--- src/hdl/pps_pkg.sv ---
// shared constants and types for the port shutdown and register control block
package pps_pkg;
  // register offsets, identical in each quad
  localparam logic [7:0] REG_INT_MASK = 8'h01;
  localparam logic [7:0] REG_PWR_STATUS = 8'h10;
  localparam logic [7:0] REG_OP_SELECT = 8'h12;
  localparam logic [7:0] REG_DET_CLASS = 8'h14;
  localparam logic [7:0] REG_PRIO_CUT = 8'h15;
  localparam logic [7:0] REG_MISC = 8'h17;
  localparam logic [7:0] REG_MAN_POWER = 8'h19;
  localparam logic [7:0] REG_LANE_REMAP = 8'h26;
  localparam logic [7:0] REG_POWER_BUDGET = 8'h29;
  localparam logic [7:0] REG_RANK_01 = 8'h2A;
  localparam logic [7:0] REG_RANK_23 = 8'h2B;
  localparam logic [7:0] REG_MEAS_BASE = 8'h30;
  // field layouts and values
  localparam int MISC_CODED_BIT = 0;
  localparam logic [7:0] MISC_MASK = 8'h01;
  localparam logic [7:0] RANK_MASK = 8'h77;
  localparam logic [1:0] MODE_AUTO = 2'h3;
  localparam logic [1:0] ADDR_PREFIX = 2'h1;
  localparam logic [7:0] RST_REG = 8'h00;
  localparam logic [7:0] READ_NONE = 8'h00;
  // shutdown code timing at the 40 MHz core clock
  localparam int CLK_PERIOD_NS = 25;
  localparam int T_BIT_NS = 25000;
  localparam int BIT_CYC = T_BIT_NS / CLK_PERIOD_NS;
  localparam logic [10:0] SD_FIRST_WAIT = 11'(BIT_CYC + BIT_CYC / 2 - 1);
  localparam logic [10:0] SD_BIT_WAIT = 11'(BIT_CYC - 1);
  // states
  typedef enum logic [1:0] {
    SEQ_IDLE = 2'h0,
    SEQ_PROBE = 2'h1,
    SEQ_FINAL = 2'h2,
    SEQ_ON = 2'h3
  } pps_seq_t;
  typedef enum logic [2:0] {
    LINK_IDLE = 3'h0,
    LINK_RX = 3'h1,
    LINK_ACK_WAIT = 3'h2,
    LINK_ACK = 3'h3,
    LINK_TX = 3'h4,
    LINK_TX_ACK = 3'h5
  } pps_link_t;
endpackage

--- src/hdl/pps_port_if.sv ---
// carrier between the control top and one port sequencer
`timescale 1ns/10ps
interface pps_port_if;
  logic auto_mode;
  logic allow;
  logic power_req;
  logic power_off;
  logic block_on;
  logic class_ok;
  logic fault;
  logic power_on;
  logic probing;
  modport seq (input auto_mode, allow, power_req, power_off, block_on, class_ok, fault,
    output power_on, probing);
  modport ctl (output auto_mode, allow, power_req, power_off, block_on, class_ok, fault,
    input power_on, probing);
endinterface

--- src/hdl/pps_port_seq.sv ---
// per-port detect, classify and power-up sequencer
`timescale 1ns/10ps
module pps_port_seq (
  // clock and reset
  input wire logic clock,
  input wire logic rst,
  // control and status of one port
  pps_port_if.seq p
);
  typedef struct packed {
    pps_pkg::pps_seq_t st;
    logic pwr;
    logic probe;
  } pps_seq_state_t;

  localparam pps_seq_state_t RST_STATE = '{st: pps_pkg::SEQ_IDLE, pwr: 1'b0, probe: 1'b0};

  pps_seq_state_t r;
  pps_seq_state_t n;

  always_comb begin
    n = r;
    case (r.st)
      pps_pkg::SEQ_IDLE: begin
        if (p.allow) begin
          n.st = pps_pkg::SEQ_PROBE;
        end
      end
      pps_pkg::SEQ_PROBE: begin
        // host-gated ports keep probing until a manual request arrives
        if (p.block_on) begin
          n.st = pps_pkg::SEQ_PROBE;
        end else if (p.power_req) begin
          n.st = pps_pkg::SEQ_FINAL;
        end else if (p.class_ok && p.auto_mode) begin
          n.st = pps_pkg::SEQ_FINAL;
        end
      end
      pps_pkg::SEQ_FINAL: begin
        if (p.fault || p.block_on) begin
          n.st = pps_pkg::SEQ_PROBE;
        end else if (p.class_ok) begin
          n.st = pps_pkg::SEQ_ON;
        end
      end
      pps_pkg::SEQ_ON: begin
        if (p.fault) begin
          n.st = pps_pkg::SEQ_PROBE;
        end
      end
      default: begin
        n.st = pps_pkg::SEQ_IDLE;
      end
    endcase
    // nothing runs again until the host sets the allows
    if (!p.allow || p.power_off) begin
      n.st = pps_pkg::SEQ_IDLE;
    end
    n.pwr = (n.st == pps_pkg::SEQ_ON);
    n.probe = (n.st == pps_pkg::SEQ_PROBE);
  end

  always_ff @(posedge clock or posedge rst) begin
    if (rst) begin
      r <= RST_STATE;
    end else begin
      r <= n;
    end
  end

  assign p.power_on = r.pwr;
  assign p.probing = r.probe;
endmodule

--- src/hdl/pps_ctrl.sv ---
// two-quad port control: shutdown line decoder, two-wire register slave, port sequencers
//
// What this block does
// Self-running port with both allows powers up after classifying, via final check.
// Host-gated port keeps probing after classifying and never powers itself.
// Any fault sends a self-running port back to probing, retried forever.
// Host writes remap, mask, operating select and allows to both quads.
// Coded select bit 0 gives single-bit shutdown, 1 gives coded shutdown.
// Only ports with the low priority tag set are hit by single-bit shutdown.
// Shutdown rising edge powers off tagged powered ports within 50 us.
// Shutdown clears allows and measurement data like a manual power-off.
// While the line is high, tagged ports may not power on.
// Each port holds a 3-bit rank, 000 highest and 111 lowest.
// A serial 3-bit code turns off every port with rank at or below it.
// Code bits last 24 to 26 us, nominal 25 us.
// Affected ports are off within 50 us of the complete code.
// Host leaves the line idle 125 us between codes.
// Two slave addresses, one per quad, each with the same map.
// Address is 01, four straps, then quad bit, 0x20 to 0x3F.
// Every transaction opens with START and closes with STOP.
// Registers take single-byte writes and reads via a pointer byte; status and measurement registers ignore writes.
// Two-byte read from low byte returns a matched low/high pair.
// Line is synchronised, rising edge found, code bits sampled mid-period.
`timescale 1ns/10ps
module pps_ctrl (
  // clock and reset
  input wire logic clock,
  input wire logic rst,
  // two-wire register link
  input wire logic scl_in,
  input wire logic sda_in,
  output logic sda_out,
  output logic sda_oe_n,
  // address straps
  input wire logic [3:0] address_straps,
  // emergency shutdown
  input wire logic shutdown_line,
  // port front end
  input wire logic [7:0] port_class_ok,
  input wire logic [7:0] port_fault,
  input wire logic [7:0][15:0] port_meas,
  // port power
  output logic [7:0] port_power_on
);
  typedef struct packed {
    logic scl_s1;
    logic scl_s2;
    logic scl_q;
    logic sda_s1;
    logic sda_s2;
    logic sda_q;
    logic shd_s1;
    logic shd_s2;
    logic shd_q;
    logic [3:0] strap_s1;
    logic [3:0] strap_s2;
    pps_pkg::pps_link_t lst;
    logic [2:0] bitcnt;
    logic [7:0] shreg;
    logic [7:0] ptr;
    logic addr_done;
    logic got_ptr;
    logic rd;
    logic quad;
    logic sda_o;
    logic sda_oe_n;
    logic [1:0][7:0] int_mask;
    logic [1:0][7:0] op_sel;
    logic [1:0][7:0] allow;
    logic [1:0][7:0] prio;
    logic [1:0][7:0] misc;
    logic [1:0][7:0] remap;
    logic [1:0][7:0] budget;
    logic [1:0][7:0] rank01;
    logic [1:0][7:0] rank23;
    logic [7:0] meas_hold;
    logic [7:0] meas_valid;
    logic [7:0] kill;
    logic [7:0] man_on;
    logic [7:0] pwr;
    logic [7:0] probing;
    logic sd_busy;
    logic [10:0] sd_timer;
    logic [1:0] sd_bits;
    logic [2:0] sd_code;
  } pps_ctrl_state_t;

  localparam pps_ctrl_state_t RST_STATE = '{lst: pps_pkg::LINK_IDLE, sda_oe_n: 1'b1, default: '0};

  pps_ctrl_state_t r;
  pps_ctrl_state_t n;
  logic [7:0] seq_pwr;
  logic [7:0] seq_probing;

  pps_port_if pif [8] ();

  genvar g;
  generate
    for (g = 0; g < 8; g++) begin : g_port
      assign pif[g].auto_mode = (r.op_sel[g / 4][(g % 4) * 2 +: 2] == pps_pkg::MODE_AUTO);
      assign pif[g].allow = r.allow[g / 4][g % 4] & r.allow[g / 4][g % 4 + 4];
      assign pif[g].power_req = r.man_on[g];
      assign pif[g].power_off = r.kill[g];
      // tagged ports stay dark while the line is held high
      assign pif[g].block_on = r.shd_s2 & ~r.misc[g / 4][pps_pkg::MISC_CODED_BIT]
        & r.prio[g / 4][g % 4];
      assign pif[g].class_ok = port_class_ok[g];
      assign pif[g].fault = port_fault[g];
      assign seq_pwr[g] = pif[g].power_on;
      assign seq_probing[g] = pif[g].probing;
      pps_port_seq pps_port_seq_inst (
        .clock(clock),
        .rst(rst),
        .p(pif[g].seq)
      );
    end
  endgenerate

  // register read mux for the addressed quad
  function automatic logic [7:0] read_byte(input pps_ctrl_state_t s,
    input logic [7:0][15:0] meas);
    logic [7:0] v;
    logic [2:0] pidx;
    v = pps_pkg::READ_NONE;
    pidx = {s.quad, s.ptr[2:1]};
    if (s.ptr[7:3] == pps_pkg::REG_MEAS_BASE[7:3]) begin
      // high byte comes from the copy taken with the low byte
      if (!s.meas_valid[pidx]) begin
        v = pps_pkg::READ_NONE;
      end else if (s.ptr[0]) begin
        v = s.meas_hold;
      end else begin
        v = meas[pidx][7:0];
      end
    end else begin
      case (s.ptr)
        pps_pkg::REG_INT_MASK: v = s.int_mask[s.quad];
        pps_pkg::REG_PWR_STATUS: begin
          v = s.quad ? {s.probing[7:4], s.pwr[7:4]} : {s.probing[3:0], s.pwr[3:0]};
        end
        pps_pkg::REG_OP_SELECT: v = s.op_sel[s.quad];
        pps_pkg::REG_DET_CLASS: v = s.allow[s.quad];
        pps_pkg::REG_PRIO_CUT: v = s.prio[s.quad];
        pps_pkg::REG_MISC: v = s.misc[s.quad];
        pps_pkg::REG_LANE_REMAP: v = s.remap[s.quad];
        pps_pkg::REG_POWER_BUDGET: v = s.budget[s.quad];
        pps_pkg::REG_RANK_01: v = s.rank01[s.quad];
        pps_pkg::REG_RANK_23: v = s.rank23[s.quad];
        default: v = pps_pkg::READ_NONE;
      endcase
    end
    return v;
  endfunction

  always_comb begin
    logic scl_rise;
    logic scl_fall;
    logic start_c;
    logic stop_c;
    logic shd_rise;
    logic [7:0] rbyte;
    logic [7:0] rdata;
    logic wr_en;
    logic rd_en;
    logic [7:0] man_off;
    logic sd_fire;
    logic [2:0] sd_new;
    logic coded;
    logic tag;
    logic [2:0] rank;
    scl_rise = 1'b0;
    scl_fall = 1'b0;
    start_c = 1'b0;
    stop_c = 1'b0;
    shd_rise = 1'b0;
    rbyte = 8'h00;
    rdata = 8'h00;
    wr_en = 1'b0;
    rd_en = 1'b0;
    man_off = 8'h00;
    sd_fire = 1'b0;
    sd_new = 3'h0;
    coded = 1'b0;
    tag = 1'b0;
    rank = 3'h0;
    n = r;
    // pins pass two flops before anything looks at them
    n.scl_s1 = scl_in;
    n.scl_s2 = r.scl_s1;
    n.scl_q = r.scl_s2;
    n.sda_s1 = sda_in;
    n.sda_s2 = r.sda_s1;
    n.sda_q = r.sda_s2;
    n.shd_s1 = shutdown_line;
    n.shd_s2 = r.shd_s1;
    n.shd_q = r.shd_s2;
    n.strap_s1 = address_straps;
    n.strap_s2 = r.strap_s1;
    n.sda_o = 1'b0;
    n.kill = 8'h00;
    n.man_on = 8'h00;
    n.pwr = seq_pwr;
    n.probing = seq_probing;
    n.meas_valid = r.meas_valid | (seq_pwr & ~r.kill);

    scl_rise = r.scl_s2 & ~r.scl_q;
    scl_fall = ~r.scl_s2 & r.scl_q;
    start_c = r.scl_s2 & r.scl_q & r.sda_q & ~r.sda_s2;
    stop_c = r.scl_s2 & r.scl_q & ~r.sda_q & r.sda_s2;
    shd_rise = r.shd_s2 & ~r.shd_q;
    rbyte = {r.shreg[6:0], r.sda_s2};
    rdata = read_byte(r, port_meas);

    // two-wire slave
    if (stop_c) begin
      n.lst = pps_pkg::LINK_IDLE;
      n.sda_oe_n = 1'b1;
    end else if (start_c) begin
      // a repeated start keeps the pointer for a following read
      n.lst = pps_pkg::LINK_RX;
      n.bitcnt = 3'h0;
      n.addr_done = 1'b0;
      n.got_ptr = 1'b0;
      n.sda_oe_n = 1'b1;
    end else begin
      case (r.lst)
        pps_pkg::LINK_IDLE: begin
          n.lst = pps_pkg::LINK_IDLE;
        end
        pps_pkg::LINK_RX: begin
          if (scl_rise) begin
            n.shreg = rbyte;
            n.bitcnt = r.bitcnt + 3'h1;
            if (r.bitcnt == 3'h7) begin
              n.lst = pps_pkg::LINK_ACK_WAIT;
              if (!r.addr_done) begin
                n.addr_done = 1'b1;
                n.rd = rbyte[0];
                n.quad = rbyte[1];
                if (rbyte[7:2] != {pps_pkg::ADDR_PREFIX, r.strap_s2}) begin
                  n.lst = pps_pkg::LINK_IDLE;
                end
              end else if (!r.got_ptr) begin
                n.got_ptr = 1'b1;
                n.ptr = rbyte;
              end else begin
                wr_en = 1'b1;
                n.ptr = r.ptr + 8'h01;
              end
            end
          end
        end
        pps_pkg::LINK_ACK_WAIT: begin
          if (scl_fall) begin
            n.sda_oe_n = 1'b0;
            n.lst = pps_pkg::LINK_ACK;
          end
        end
        pps_pkg::LINK_ACK: begin
          if (scl_fall) begin
            n.bitcnt = 3'h0;
            if (r.rd) begin
              rd_en = 1'b1;
              n.shreg = rdata;
              n.sda_oe_n = rdata[7];
              n.ptr = r.ptr + 8'h01;
              n.lst = pps_pkg::LINK_TX;
            end else begin
              n.sda_oe_n = 1'b1;
              n.lst = pps_pkg::LINK_RX;
            end
          end
        end
        pps_pkg::LINK_TX: begin
          if (scl_fall) begin
            n.bitcnt = r.bitcnt + 3'h1;
            n.shreg = {r.shreg[6:0], 1'b0};
            n.sda_oe_n = r.shreg[6];
            if (r.bitcnt == 3'h7) begin
              n.sda_oe_n = 1'b1;
              n.lst = pps_pkg::LINK_TX_ACK;
            end
          end
        end
        pps_pkg::LINK_TX_ACK: begin
          if (scl_rise) begin
            n.lst = r.sda_s2 ? pps_pkg::LINK_IDLE : pps_pkg::LINK_ACK;
          end
        end
        default: begin
          n.lst = pps_pkg::LINK_IDLE;
        end
      endcase
    end

    // reading a low measurement byte freezes its partner
    if (rd_en && r.ptr[7:3] == pps_pkg::REG_MEAS_BASE[7:3] && !r.ptr[0]) begin
      n.meas_hold = port_meas[{r.quad, r.ptr[2:1]}][15:8];
    end

    if (wr_en) begin
      case (r.ptr)
        pps_pkg::REG_INT_MASK: n.int_mask[r.quad] = rbyte;
        pps_pkg::REG_OP_SELECT: n.op_sel[r.quad] = rbyte;
        pps_pkg::REG_DET_CLASS: n.allow[r.quad] = rbyte;
        pps_pkg::REG_PRIO_CUT: n.prio[r.quad] = rbyte;
        pps_pkg::REG_MISC: n.misc[r.quad] = rbyte & pps_pkg::MISC_MASK;
        pps_pkg::REG_LANE_REMAP: n.remap[r.quad] = rbyte;
        pps_pkg::REG_POWER_BUDGET: n.budget[r.quad] = rbyte;
        pps_pkg::REG_RANK_01: n.rank01[r.quad] = rbyte & pps_pkg::RANK_MASK;
        pps_pkg::REG_RANK_23: n.rank23[r.quad] = rbyte & pps_pkg::RANK_MASK;
        pps_pkg::REG_MAN_POWER: begin
          if (r.quad) begin
            n.man_on[7:4] = rbyte[3:0];
            man_off[7:4] = rbyte[7:4];
          end else begin
            n.man_on[3:0] = rbyte[3:0];
            man_off[3:0] = rbyte[7:4];
          end
        end
        default: begin
          n.ptr = r.ptr + 8'h01;
        end
      endcase
    end

    // coded shutdown receiver: a start bit, then three bits sampled mid-period
    sd_new = {r.sd_code[1:0], r.shd_s2};
    if (!r.sd_busy) begin
      if (shd_rise && (r.misc[0][pps_pkg::MISC_CODED_BIT] || r.misc[1][pps_pkg::MISC_CODED_BIT])) begin
        n.sd_busy = 1'b1;
        n.sd_timer = pps_pkg::SD_FIRST_WAIT;
        n.sd_bits = 2'h0;
      end
    end else if (r.sd_timer == 11'h000) begin
      n.sd_code = sd_new;
      n.sd_bits = r.sd_bits + 2'h1;
      n.sd_timer = pps_pkg::SD_BIT_WAIT;
      if (r.sd_bits == 2'h2) begin
        n.sd_busy = 1'b0;
        sd_fire = 1'b1;
      end
    end else begin
      n.sd_timer = r.sd_timer - 11'h001;
    end

    // shutdown and manual off act one cycle after the cause, far inside 50 us
    for (int i = 0; i < 8; i++) begin
      coded = r.misc[i / 4][pps_pkg::MISC_CODED_BIT];
      tag = r.prio[i / 4][i % 4];
      if ((i % 4) < 2) begin
        rank = r.rank01[i / 4][(i % 2) * 4 +: 3];
      end else begin
        rank = r.rank23[i / 4][(i % 2) * 4 +: 3];
      end
      if (man_off[i] || (shd_rise && !coded && tag && r.pwr[i])
          || (sd_fire && coded && rank >= sd_new)) begin
        n.kill[i] = 1'b1;
        n.allow[i / 4][i % 4] = 1'b0;
        n.allow[i / 4][i % 4 + 4] = 1'b0;
        n.meas_valid[i] = 1'b0;
      end
    end
  end

  always_ff @(posedge clock or posedge rst) begin
    if (rst) begin
      r <= RST_STATE;
    end else begin
      r <= n;
    end
  end

  assign sda_out = r.sda_o;
  assign sda_oe_n = r.sda_oe_n;
  assign port_power_on = r.pwr;
endmodule

--- config.mk ---
export PLATFORM = sky130hd
export DESIGN_NAME = pps_ctrl
export DESIGN_NICKNAME = d
export VERILOG_FILES = /design/src/hdl/pps_pkg.sv /design/src/hdl/pps_port_if.sv /design/src/hdl/pps_port_seq.sv /design/src/hdl/pps_ctrl.sv
export SDC_FILE = /design/constraint.sdc
export NUM_CORES = 1
export LEC_CHECK = 0
export BUFFER_PORTS_ARGS = -buffer_cell sky130_fd_sc_hd__clkbuf_2
export CORE_ASPECT_RATIO = 1.2
export CORE_MARGIN = 5
export CORE_UTILIZATION = 50
export DETAILED_ROUTE_END_ITERATION = 7
export GPL_ROUTABILITY_DRIVEN = 0
export PLACE_DENSITY = 0.7
export RECOVER_POWER = 50
export SLEW_MARGIN = 20
export SYNTH_ARGS = -nofsm -noshare
export SYNTH_HDL_FRONTEND = slang
export SYNTH_SLANG_ARGS = --single-unit
--- constraint.sdc ---
create_clock -name clock -period 8.8 [get_ports clock]
set_clock_uncertainty 0.1 [all_clocks]
set_input_delay 0.88 -clock clock [delete_from_list [all_inputs] [get_ports clock]]
set_output_delay 0.88 -clock clock [all_outputs]
set_load 0.01 [all_outputs]
-- Word-level counts from Yosys, hierarchy flattened
Cells that the tools add are included.
- reduce and logical (&&, ||, !) cells: 143
- $lt $le $gt $ge: 11
- add/subtract/negate cells: 4
- equal/unequal tests: 83
- muxes and demuxes: 216
- bitwise operators: 39
- operators with widths (kind ; count):
    2-to-1 mux 8 bit ; 32
    bitwise mux 16 bit ; 9
    2-to-1 mux 16 bit ; 9
    2-to-1 mux 2 bit ; 69
    2-to-1 mux 112 bit ; 1
    one-hot mux 8 bit (10 select lines) ; 1
    == test 2 bit (second input constant) ; 33
    one-hot mux 2 bit (4 select lines) ; 8
    2-to-1 mux 1 bit ; 58
    binary-select mux 16 bit (select 3 bit) ; 1
    == test 8 x 5 -> 1 bit (second input constant) ; 6
    2-to-1 mux 14 bit ; 3
    nonzero test 2 bit ; 21
    logical AND 1 bit ; 40
    AND reduction 2 bit ; 18
    logical OR 1 bit ; 33
    one-hot mux 11 bit (3 select lines) ; 1
    == test 2 x 1 -> 1 bit (second input constant) ; 16
    == test 8 x 6 -> 1 bit (second input constant) ; 4
    != test 4 bit (second input constant) ; 7
    bitwise AND 1 bit ; 26
    2-to-1 mux 26 bit ; 1
    greater-or-equal comparator 3 bit ; 8
    2-to-1 mux 12 bit ; 2
    other kinds (42) ; 89
- output and inout bits: 10
- flip-flop bits (word level): 284

-- Logic depth before layout (Yosys ltp)
Gate-level depths: netlist of the first run.
- word-level depth: 12
- depth in mapped cells: 12
- gate-level depth less buffers: 8

-- By module
Synthesis of the first run repeated with hierarchy kept, for this count alone.
- cell total of the unflattened synthesis: 1311
- area total of the unflattened synthesis: 14664.1 µm²
- by module, submodules not included (module ; instances ; cells each ; area each (µm²) ; sequential area each (µm²)):
    pps_ctrl ; 1 ; 1127 ; 12882.4 ; 5731.7
    pps_port_seq ; 8 ; 23 ; 222.7 ; 100.1

-- Worst setup path before layout of the first run
OpenSTA, ideal clock, no wires.
- path type: register to register
- start: register r[216] (netlist name)
- end: register r[170] (netlist name)
- cell stages (with the launch flop): 13
- setup slack: 5731 ps
- arrival time: 2831 ps
- path through: dfrtp_1 > buf_2 > buf_2 > buf_2 > inv_1 > ha_1 > nand3b_1 > or4_2 > clkbuf_1 > or2_2 > clkbuf_1 > nand2_1 > a21oi_1
- cells in the longest elaborated chain, start to end: 7
- elaborated cells between the ends (all ways): 10
- those cells by class: eq/ne (2); mux (3); reduce/logical (5)
- RTL lines (item ; line ; RTL):
    start: declaration ; pps_ctrl.sv:90 ; pps_ctrl_state_t r;
    start signal: assignment ; pps_ctrl.sv:370 ; r <= n;
    == test 8 x 5 -> 1 bit ; pps_ctrl.sv:302 ; case (r.ptr)
    2-to-1 mux 8 bit ; pps_ctrl.sv:302 ;
    2-to-1 mux 8 bit ; pps_ctrl.sv:301 ; if (wr_en) begin
    logical OR 1 bit ; pps_ctrl.sv:356 ; if (man_off[i] || (shd_rise && !coded && tag && r.pwr[i])
    logical OR 1 bit ; pps_ctrl.sv:357 ; || (sd_fire && coded && rank >= sd_new)) begin
    nonzero test 2 bit (no line) ; -- ;
    AND reduction 2 bit (no line) ; -- ;
Parallel ways exist; a longest one is shown, timed or not.
A chain may end at the register's enable or synchronous reset.

==> results of run 1 <==
-- cell type report --
type,instances,area [sq um]
fill,2351,11600
multi-input combinational,875,6740
sequential,261,6540
timing repair buffer,174,888
clock buffer,36,779
tap,340,425
clock inverter,14,133
inverter,33,125
-- synthesized netlist by cell type, types with 17 or more instances --
master                       n
sky130_fd_sc_hd__dfrtp_1   260
sky130_fd_sc_hd__mux2_2    119
sky130_fd_sc_hd__nand2_1    94
sky130_fd_sc_hd__nor2_1     83
sky130_fd_sc_hd__a21oi_1    71
sky130_fd_sc_hd__mux2i_1    65
sky130_fd_sc_hd__o21ai_0    65
sky130_fd_sc_hd__clkbuf_1   38
sky130_fd_sc_hd__mux4_2     36
sky130_fd_sc_hd__ha_1       33
sky130_fd_sc_hd__inv_1      33
sky130_fd_sc_hd__nor2b_1    32
sky130_fd_sc_hd__buf_2      21
sky130_fd_sc_hd__nand2b_1   18
sky130_fd_sc_hd__nand3_1    17
sky130_fd_sc_hd__o22ai_1    17
-- metrics by stage --
step | cells | hold slack (ns) | util | worst slack, ns | area, sq um
after floorplan | 1249 | 0.231 | - | 0.638 | 13800
after global placement | 1683 | 0.233 | 0.542 | 5.32 | 14800
after detailed placement | 1683 | 0.235 | 0.542 | 5.23 | 14800
after CTS | 1733 | 0.248 | 0.575 | 5.22 | 15700
after global routing | 1733 | 0.251 | 0.574 | 2.91 | 15600
final | 1733 | 0.246 | 0.574 | 3.86 | 15600
-- cells by family (layout without fill, tap and decap cells) --
family | count (synthesis) | in the layout | share of synthesized area
AND/OR/NAND/NOR | 348 | 348 | 0.129
buffers and inverters | 113 | 257 | 0.0398
XOR/XNOR | 11 | 11 | 0.00696
other | 1 | 1 | 0.000271
AO/OA/AOI/OAI | 262 | 262 | 0.120
flip-flops | 261 | 261 | 0.472
adder cells (fa/ha/maj) | 33 | 33 | 0.0298
multiplexers | 220 | 220 | 0.202
-- power by group through the flow --
stage / clock network (uW) / logic [uW] / registers [uW]
2_1_floorplan: 0 / 183 / 1270
3_3_place_gp: 0 / 286 / 1310
3_5_place_dp: 0 / 293 / 1310
4_1_cts: 1180 / 294 / 1290
5_1_grt: 1230 / 317 / 1300
6_report: 1160 / 296 / 1300
-- worst paths after layout --
kind                                        start  depth (start not counted)  slack, ns                    endpoint
worst min-delay path             n[239]$_DFF_PP0_                          0       0.25            r[239]$_DFF_PP0_
worst max-delay path                          rst                          3       3.86  pif[7].power_off$_DFF_PP0_
max in group clock              r[11]$_DFFE_PP0P_                          5       5.14             r[56]$_DFF_PP0_
worst min register to register   n[239]$_DFF_PP0_                          0       0.25            r[239]$_DFF_PP0_
worst max register to register  r[11]$_DFFE_PP0P_                          5       5.14             r[56]$_DFF_PP0_
min in group asynchronous                     rst                          2       2.02            n[246]$_DFF_PP0_
-- flip-flops by register name, summed over array words and instances (netlist names) --
signal and flops:
g_port.pps_port_seq_inst.r 16, pif.power_req 8, g_port.pps_port_seq_inst.p.probing 8, port_power_on 8
g_port.pps_port_seq_inst.p.power_on 8, sda_oe_n 1, n 10, r 194
pif.power_off 8
-- routing by layer --
layer | routed length [um] | global-route usage | vias up
met5 | 0 | 0 | -
met4 | 2160 | 0.123 | 0
met3 | 3030 | 0.0451 | 111
met2 | 18500 | 0.420 | 477
met1 | 15300 | 0.303 | 5283
li1 | - | - | 4808
==> impl_metrics.yaml, run 1 <==
status:
  outcome: "finished, violations left"
  failed_checks: "max-capacitance violations, max-slew violations"
floorplanning:
  floorplan.die_area_sq_mm: 0.0311
  initial_utilization: 0.508
  die_w_um: 162
  io_pins: 163
  std_cell_rows: 66
  core_area_sq_mm: 0.0273
  die_h_um: 192
power_and_ir_drop:
  portion_of_total_power_attributed_to_the_clock_network: 0.422
  internal_power_uw: 2010
  p_per_area_mw_per_mm2: 176
  switching_share: 0.270
  comb_power_share: 0.108
  max-vdd-ir-drop_v: 0.000138
  power_switching_uw: 744
  leakagePower_uw: 0.00698
  report.power.total_uw: 2750
  p_seq_frac: 0.470
final_layout:
  layout_common_cells: "sky130_fd_sc_hd__dfrtp_1, sky130_fd_sc_hd__clkbuf_2, sky130_fd_sc_hd__mux2_2"
  number_of_nets_in_the_layout: 1558
  layout.cells.most_common: "sky130_fd_sc_hd__dfrtp_1"
  diodes: 0
  drive_gt1_frac: 0.282
  area.growth.synth_to_final_pct: 12.9
placement:
  dp.final_hpwl_um: 27800
  port_buffers: 161
critical_path:
  crit_path_max_fanout: 131
  worst_path_max_delay_cell: "sky130_fd_sc_hd__clkinvlp_2"
  cpLargestDelayFamily: "buffers and inverters"
  cpPeakStageDelay_ns: 3.17
  critical_path.n_buffers_inverters: 3
  worst_path_cell_chain: "clkbuf_2, clkinvlp_2, buf_4"
  critPathLaunchType: "input port"
  timing.critical_path.arrival_ns: 5.39
  cp.required_ns: 9.26
  crit_path_end_kind: "asynchronous set/reset pin"
  timing.setup.critical_path_class: "input port to asynchronous set/reset pin"
global_routing:
  grt.overflow.total: 0
  grt_antenna_before_repair: 0
  largest_net_degree_at_the_start_of_global_routing: 132
  grt_pass1_vias: 10800
  grt_pass1_wl_um: 60300
  track_usage: 0.247
synthesis:
  synth.ff_latch_count: 261
  synth_enable_flop_cells: 0
  syn_area_per_cell_sq_um: 11.1
  synthesis.instances: 1249
  yosysTopAreaCell: "sky130_fd_sc_hd__dfrtp_1"
  ys_top_cells_by_area: "sky130_fd_sc_hd__dfrtp_1, sky130_fd_sc_hd__mux2_2, sky130_fd_sc_hd__mux4_2, sky130_fd_sc_hd__mux2i_1, sky130_fd_sc_hd__ha_1"
  post-synth-top-area-fraction: 0.470
  async_flop_share: 1.00
  syn-cell-area_sq_mm: 0.0138
  yosysSeqAreaShare: 0.472
  ys.warnings.count: 0
  nets_in_the_synthesized_netlist: 1435
  post_synth_num_cell_types: 80
  synth_ff_type: "sky130_fd_sc_hd__dfrtp_1"
sta:
  number_of_max_slew_violations_in_the_final_report: 174
  final-setup-viol-count: 0
  max_clock_freq_ghz: 0.203
  fin_crit_sh: 0.561
  report.final.hold_viol_count: 0
  rsz_0062_raised_after_global_routing: "no"
  setup_tns_ns: 0
  period_needed_ns: 4.94
  slew_headroom: -2.86
  worst_slew_pin_slew_ns: 5.76
routing:
  drt-wirelength-per-cell_um: 22.5
  totalWireLength_um: 39000
  number_of_design_rule_violations_left_after_detail_routing: 0
  first_iter_violations: 752
  drt_via_density: 6.16
  dr.pass1.iters: 5
  ant_nets: 0
  routed-via-count: 10700
clock_tree:
  cts_tree: "done"
  cts_root_buf: "sky130_fd_sc_hd__clkbuf_16"
  cts_repair_resize_count: 0
  cts_hold_buffers: 0
  cts_max_level: 1
  cts_buffers: 27
  clock-sinks: 261
  clk-insertion-delay-late_ns: 0.55
  path_clk_slew_ns: 0.06
  cts_setup_buffers: 0
  ctsLongestPathBuffers: 3
hold_path:
  worst_hold_path_type: "register to register"
flow_run:
  timing.max_cap.violations: 3
(Power assumes the default switching activity.)
==> run 2, diff against run 1 <==
--- a/config.mk
+++ b/config.mk
@@ -11,7 +11,7 @@
 export CORE_UTILIZATION = 50
 export DETAILED_ROUTE_END_ITERATION = 7
 export GPL_ROUTABILITY_DRIVEN = 0
-export PLACE_DENSITY = 0.7
+export PLACE_DENSITY = 0.73
 export RECOVER_POWER = 50
 export SLEW_MARGIN = 20
 export SYNTH_ARGS = -nofsm -noshare
==> constraint.sdc (replaced) <==
create_clock -name clock -period 4.4 [get_ports clock]
set_clock_uncertainty 0.1 [all_clocks]
set_input_delay 0.44 -clock clock [delete_from_list [all_inputs] [get_ports clock]]
set_output_delay 0.44 -clock clock [all_outputs]
set_load 0.01 [all_outputs]
==> run 2 against run 1 <==
The run ends with design-rule violations, max-capacitance violations, max-slew violations left. Sequential share of layout area decreased by 0.43 points. Total power increased by 100%. Sequential cell count unchanged. Hold slack got worse by 0.017 ns. Critical path depth increased by 1. Utilization increased by 0.59 points. Non-clock buffer count increased by 9. Largest cell class unchanged. Highest routed layer unchanged.
==> impl_metrics.yaml, run 2 (synthesis gave the netlist of run 1 again) <==
critical_path:
  worst_path_max_delay_cell: "sky130_fd_sc_hd__clkbuf_4"
  cpLargestDelayFamily: "buffers and inverters"
  critical_path.n_buffers_inverters: 4
  timing.setup.critical_path_class: "input port to asynchronous set/reset pin"
  cp.required_ns: 4.57
  critPathLaunchType: "input port"
  timing.critical_path.arrival_ns: 3.49
  crit_path_max_fanout: 142
  crit_path_end_kind: "asynchronous set/reset pin"
  cpPeakStageDelay_ns: 1.51
  worst_path_cell_chain: "dlygate4sd3_1, clkbuf_1, clkinvlp_2, clkbuf_4"
floorplanning:
  core_area_sq_mm: 0.0273
  std_cell_rows: 66
  floorplan.die_area_sq_mm: 0.0311
  die_w_um: 162
  io_pins: 163
  initial_utilization: 0.508
  die_h_um: 192
sta:
  slew_headroom: -0.307
  final-setup-viol-count: 0
  fin_crit_sh: 0.753
  rsz_0062_raised_after_global_routing: "no"
  worst_slew_pin_slew_ns: 1.96
  setup_tns_ns: 0
  finalWorstSetupSlack_ns: 1.09
  max_clock_freq_ghz: 0.302
  number_of_max_slew_violations_in_the_final_report: 174
  report.final.hold_viol_count: 0
  period_needed_ns: 3.31
routing:
  ant_nets: 0
  dr.pass1.iters: 7
  first_iter_violations: 894
  routed-via-count: 10700
  drt-wirelength-per-cell_um: 22.2
  totalWireLength_um: 38700
  number_of_design_rule_violations_left_after_detail_routing: 1
  drt_via_density: 6.16
clock_tree:
  path_clk_slew_ns: 0.06
  cts_buffers: 28
  cts_tree: "done"
  ctsLongestPathBuffers: 3
  cts_max_level: 1
  clk-insertion-delay-late_ns: 0.55
  cts_setup_buffers: 0
  clock-sinks: 261
  cts_root_buf: "sky130_fd_sc_hd__clkbuf_16"
final_layout:
  layout.cells.most_common: "sky130_fd_sc_hd__dfrtp_1"
  area.growth.synth_to_final_pct: 14.1
  drive_gt1_frac: 0.281
  number_of_nets_in_the_layout: 1568
  finalInstanceArea_sq_mm: 0.0158
  largest_register: "r"
  final_core_util: 0.580
  diodes: 0
  largest_register_ff_count: 194
  layout_common_cells: "sky130_fd_sc_hd__dfrtp_1, sky130_fd_sc_hd__clkbuf_2, sky130_fd_sc_hd__mux2_2"
  layout.cells.non_filler: 1744
global_routing:
  grt_pass1_vias: 10800
  grt.overflow.total: 0
  track_usage: 0.244
  grt_antenna_before_repair: 0
  grt_pass1_wl_um: 60000
  largest_net_degree_at_the_start_of_global_routing: 143
power_and_ir_drop:
  portion_of_total_power_attributed_to_the_clock_network: 0.429
  internal_power_uw: 4060
  comb_power_share: 0.105
  leakagePower_uw: 0.00704
  power_switching_uw: 1520
  p_seq_frac: 0.466
  p_per_area_mw_per_mm2: 353
  switching_share: 0.272
  max-vdd-ir-drop_v: 0.000295
placement:
  port_buffers: 161
  dp.final_hpwl_um: 27500
  placed_cells_incl_taps: 1684
  worst_slack_after_detailed_placement_ns: 1.25
  place_area_sq_mm: 0.0148
status:
  outcome: "finished, violations left"
  failed_checks: "design-rule violations, max-capacitance violations, max-slew violations"
flow_run:
  timing.max_cap.violations: 2
hold_path:
  worst_hold_path_type: "input port to register"
==> run 2: worst paths after layout <==
path                            depth (start not counted)                                          endpoint  slack (ns)              from
worst min register to register                          0                                  n[248]$_DFF_PP0_        0.25  n[249]$_DFF_PP0_
worst min-delay path                                    4        g_port[7].pps_port_seq_inst.r[3]$_DFF_PP0_        0.23     port_fault[7]
max in group clock                                      7                                r[161]$_DFFE_PP0P_        1.12  r[215]$_DFF_PP0_
min in group asynchronous                               3  g_port[0].pps_port_seq_inst.p.power_on$_DFF_PP0_        0.57               rst
worst max register to register                          7                                r[161]$_DFFE_PP0P_        1.12  r[215]$_DFF_PP0_
worst max-delay path                                    4                                r[198]$_DFFE_PP0P_        1.09               rst
==> run 2: power by group through the flow <==
stage	registers, uW	logic [uW]	clock network, uW
2_1_floorplan	2540	367	0
3_3_place_gp	2640	565	0
3_5_place_dp	2640	574	0
4_1_cts	2590	582	2420
5_1_grt	2600	621	2530
6_report	2600	585	2390
==> run 2: area by class of cell <==
cell class / count / area [sq um]
flip-flops and latches: 261 / 6540
clock inverters: 14 / 141
well taps: 340 / 425
clock buffers: 38 / 800
fillers: 2273 / 11500
multi-input cells: 875 / 6760
repair buffers: 183 / 1000
inverters: 33 / 125
==> run 2: per-stage QoR <==
stage | hold slack [ns] | total power [uW]
after floorplan | 0.231 | 2910
after global placement | 0.232 | 3200
after detailed placement | 0.235 | 3210
after CTS | 0.222 | 5600
after global routing | 0.255 | 5760
final | 0.229 | 5580
==> run 2: metal layers <==
layer  track usage  up-vias  part of all wire
met5             0        -                 0
met4         0.124        0             0.059
met3        0.0528      138             0.087
met2         0.420      549              0.48
met1         0.288     5233              0.38
li1              -     4815                 -
==> run 2: what timing repair did <==
item	CTS	global route
resized for setup	0	0
endpoints found under the hold margin	30	0
hold buffers	8	0
==> run 2: worst reg2reg max path, delay by kind of cell (launching register included) <==
family | cells | cell delay [ns]
simple gates | 4 | 1.79
flops | 1 | 0.58
buf+inv | 1 | 0.31
fa+ha+maj | 1 | 0.22
compound gates | 1 | 0.19
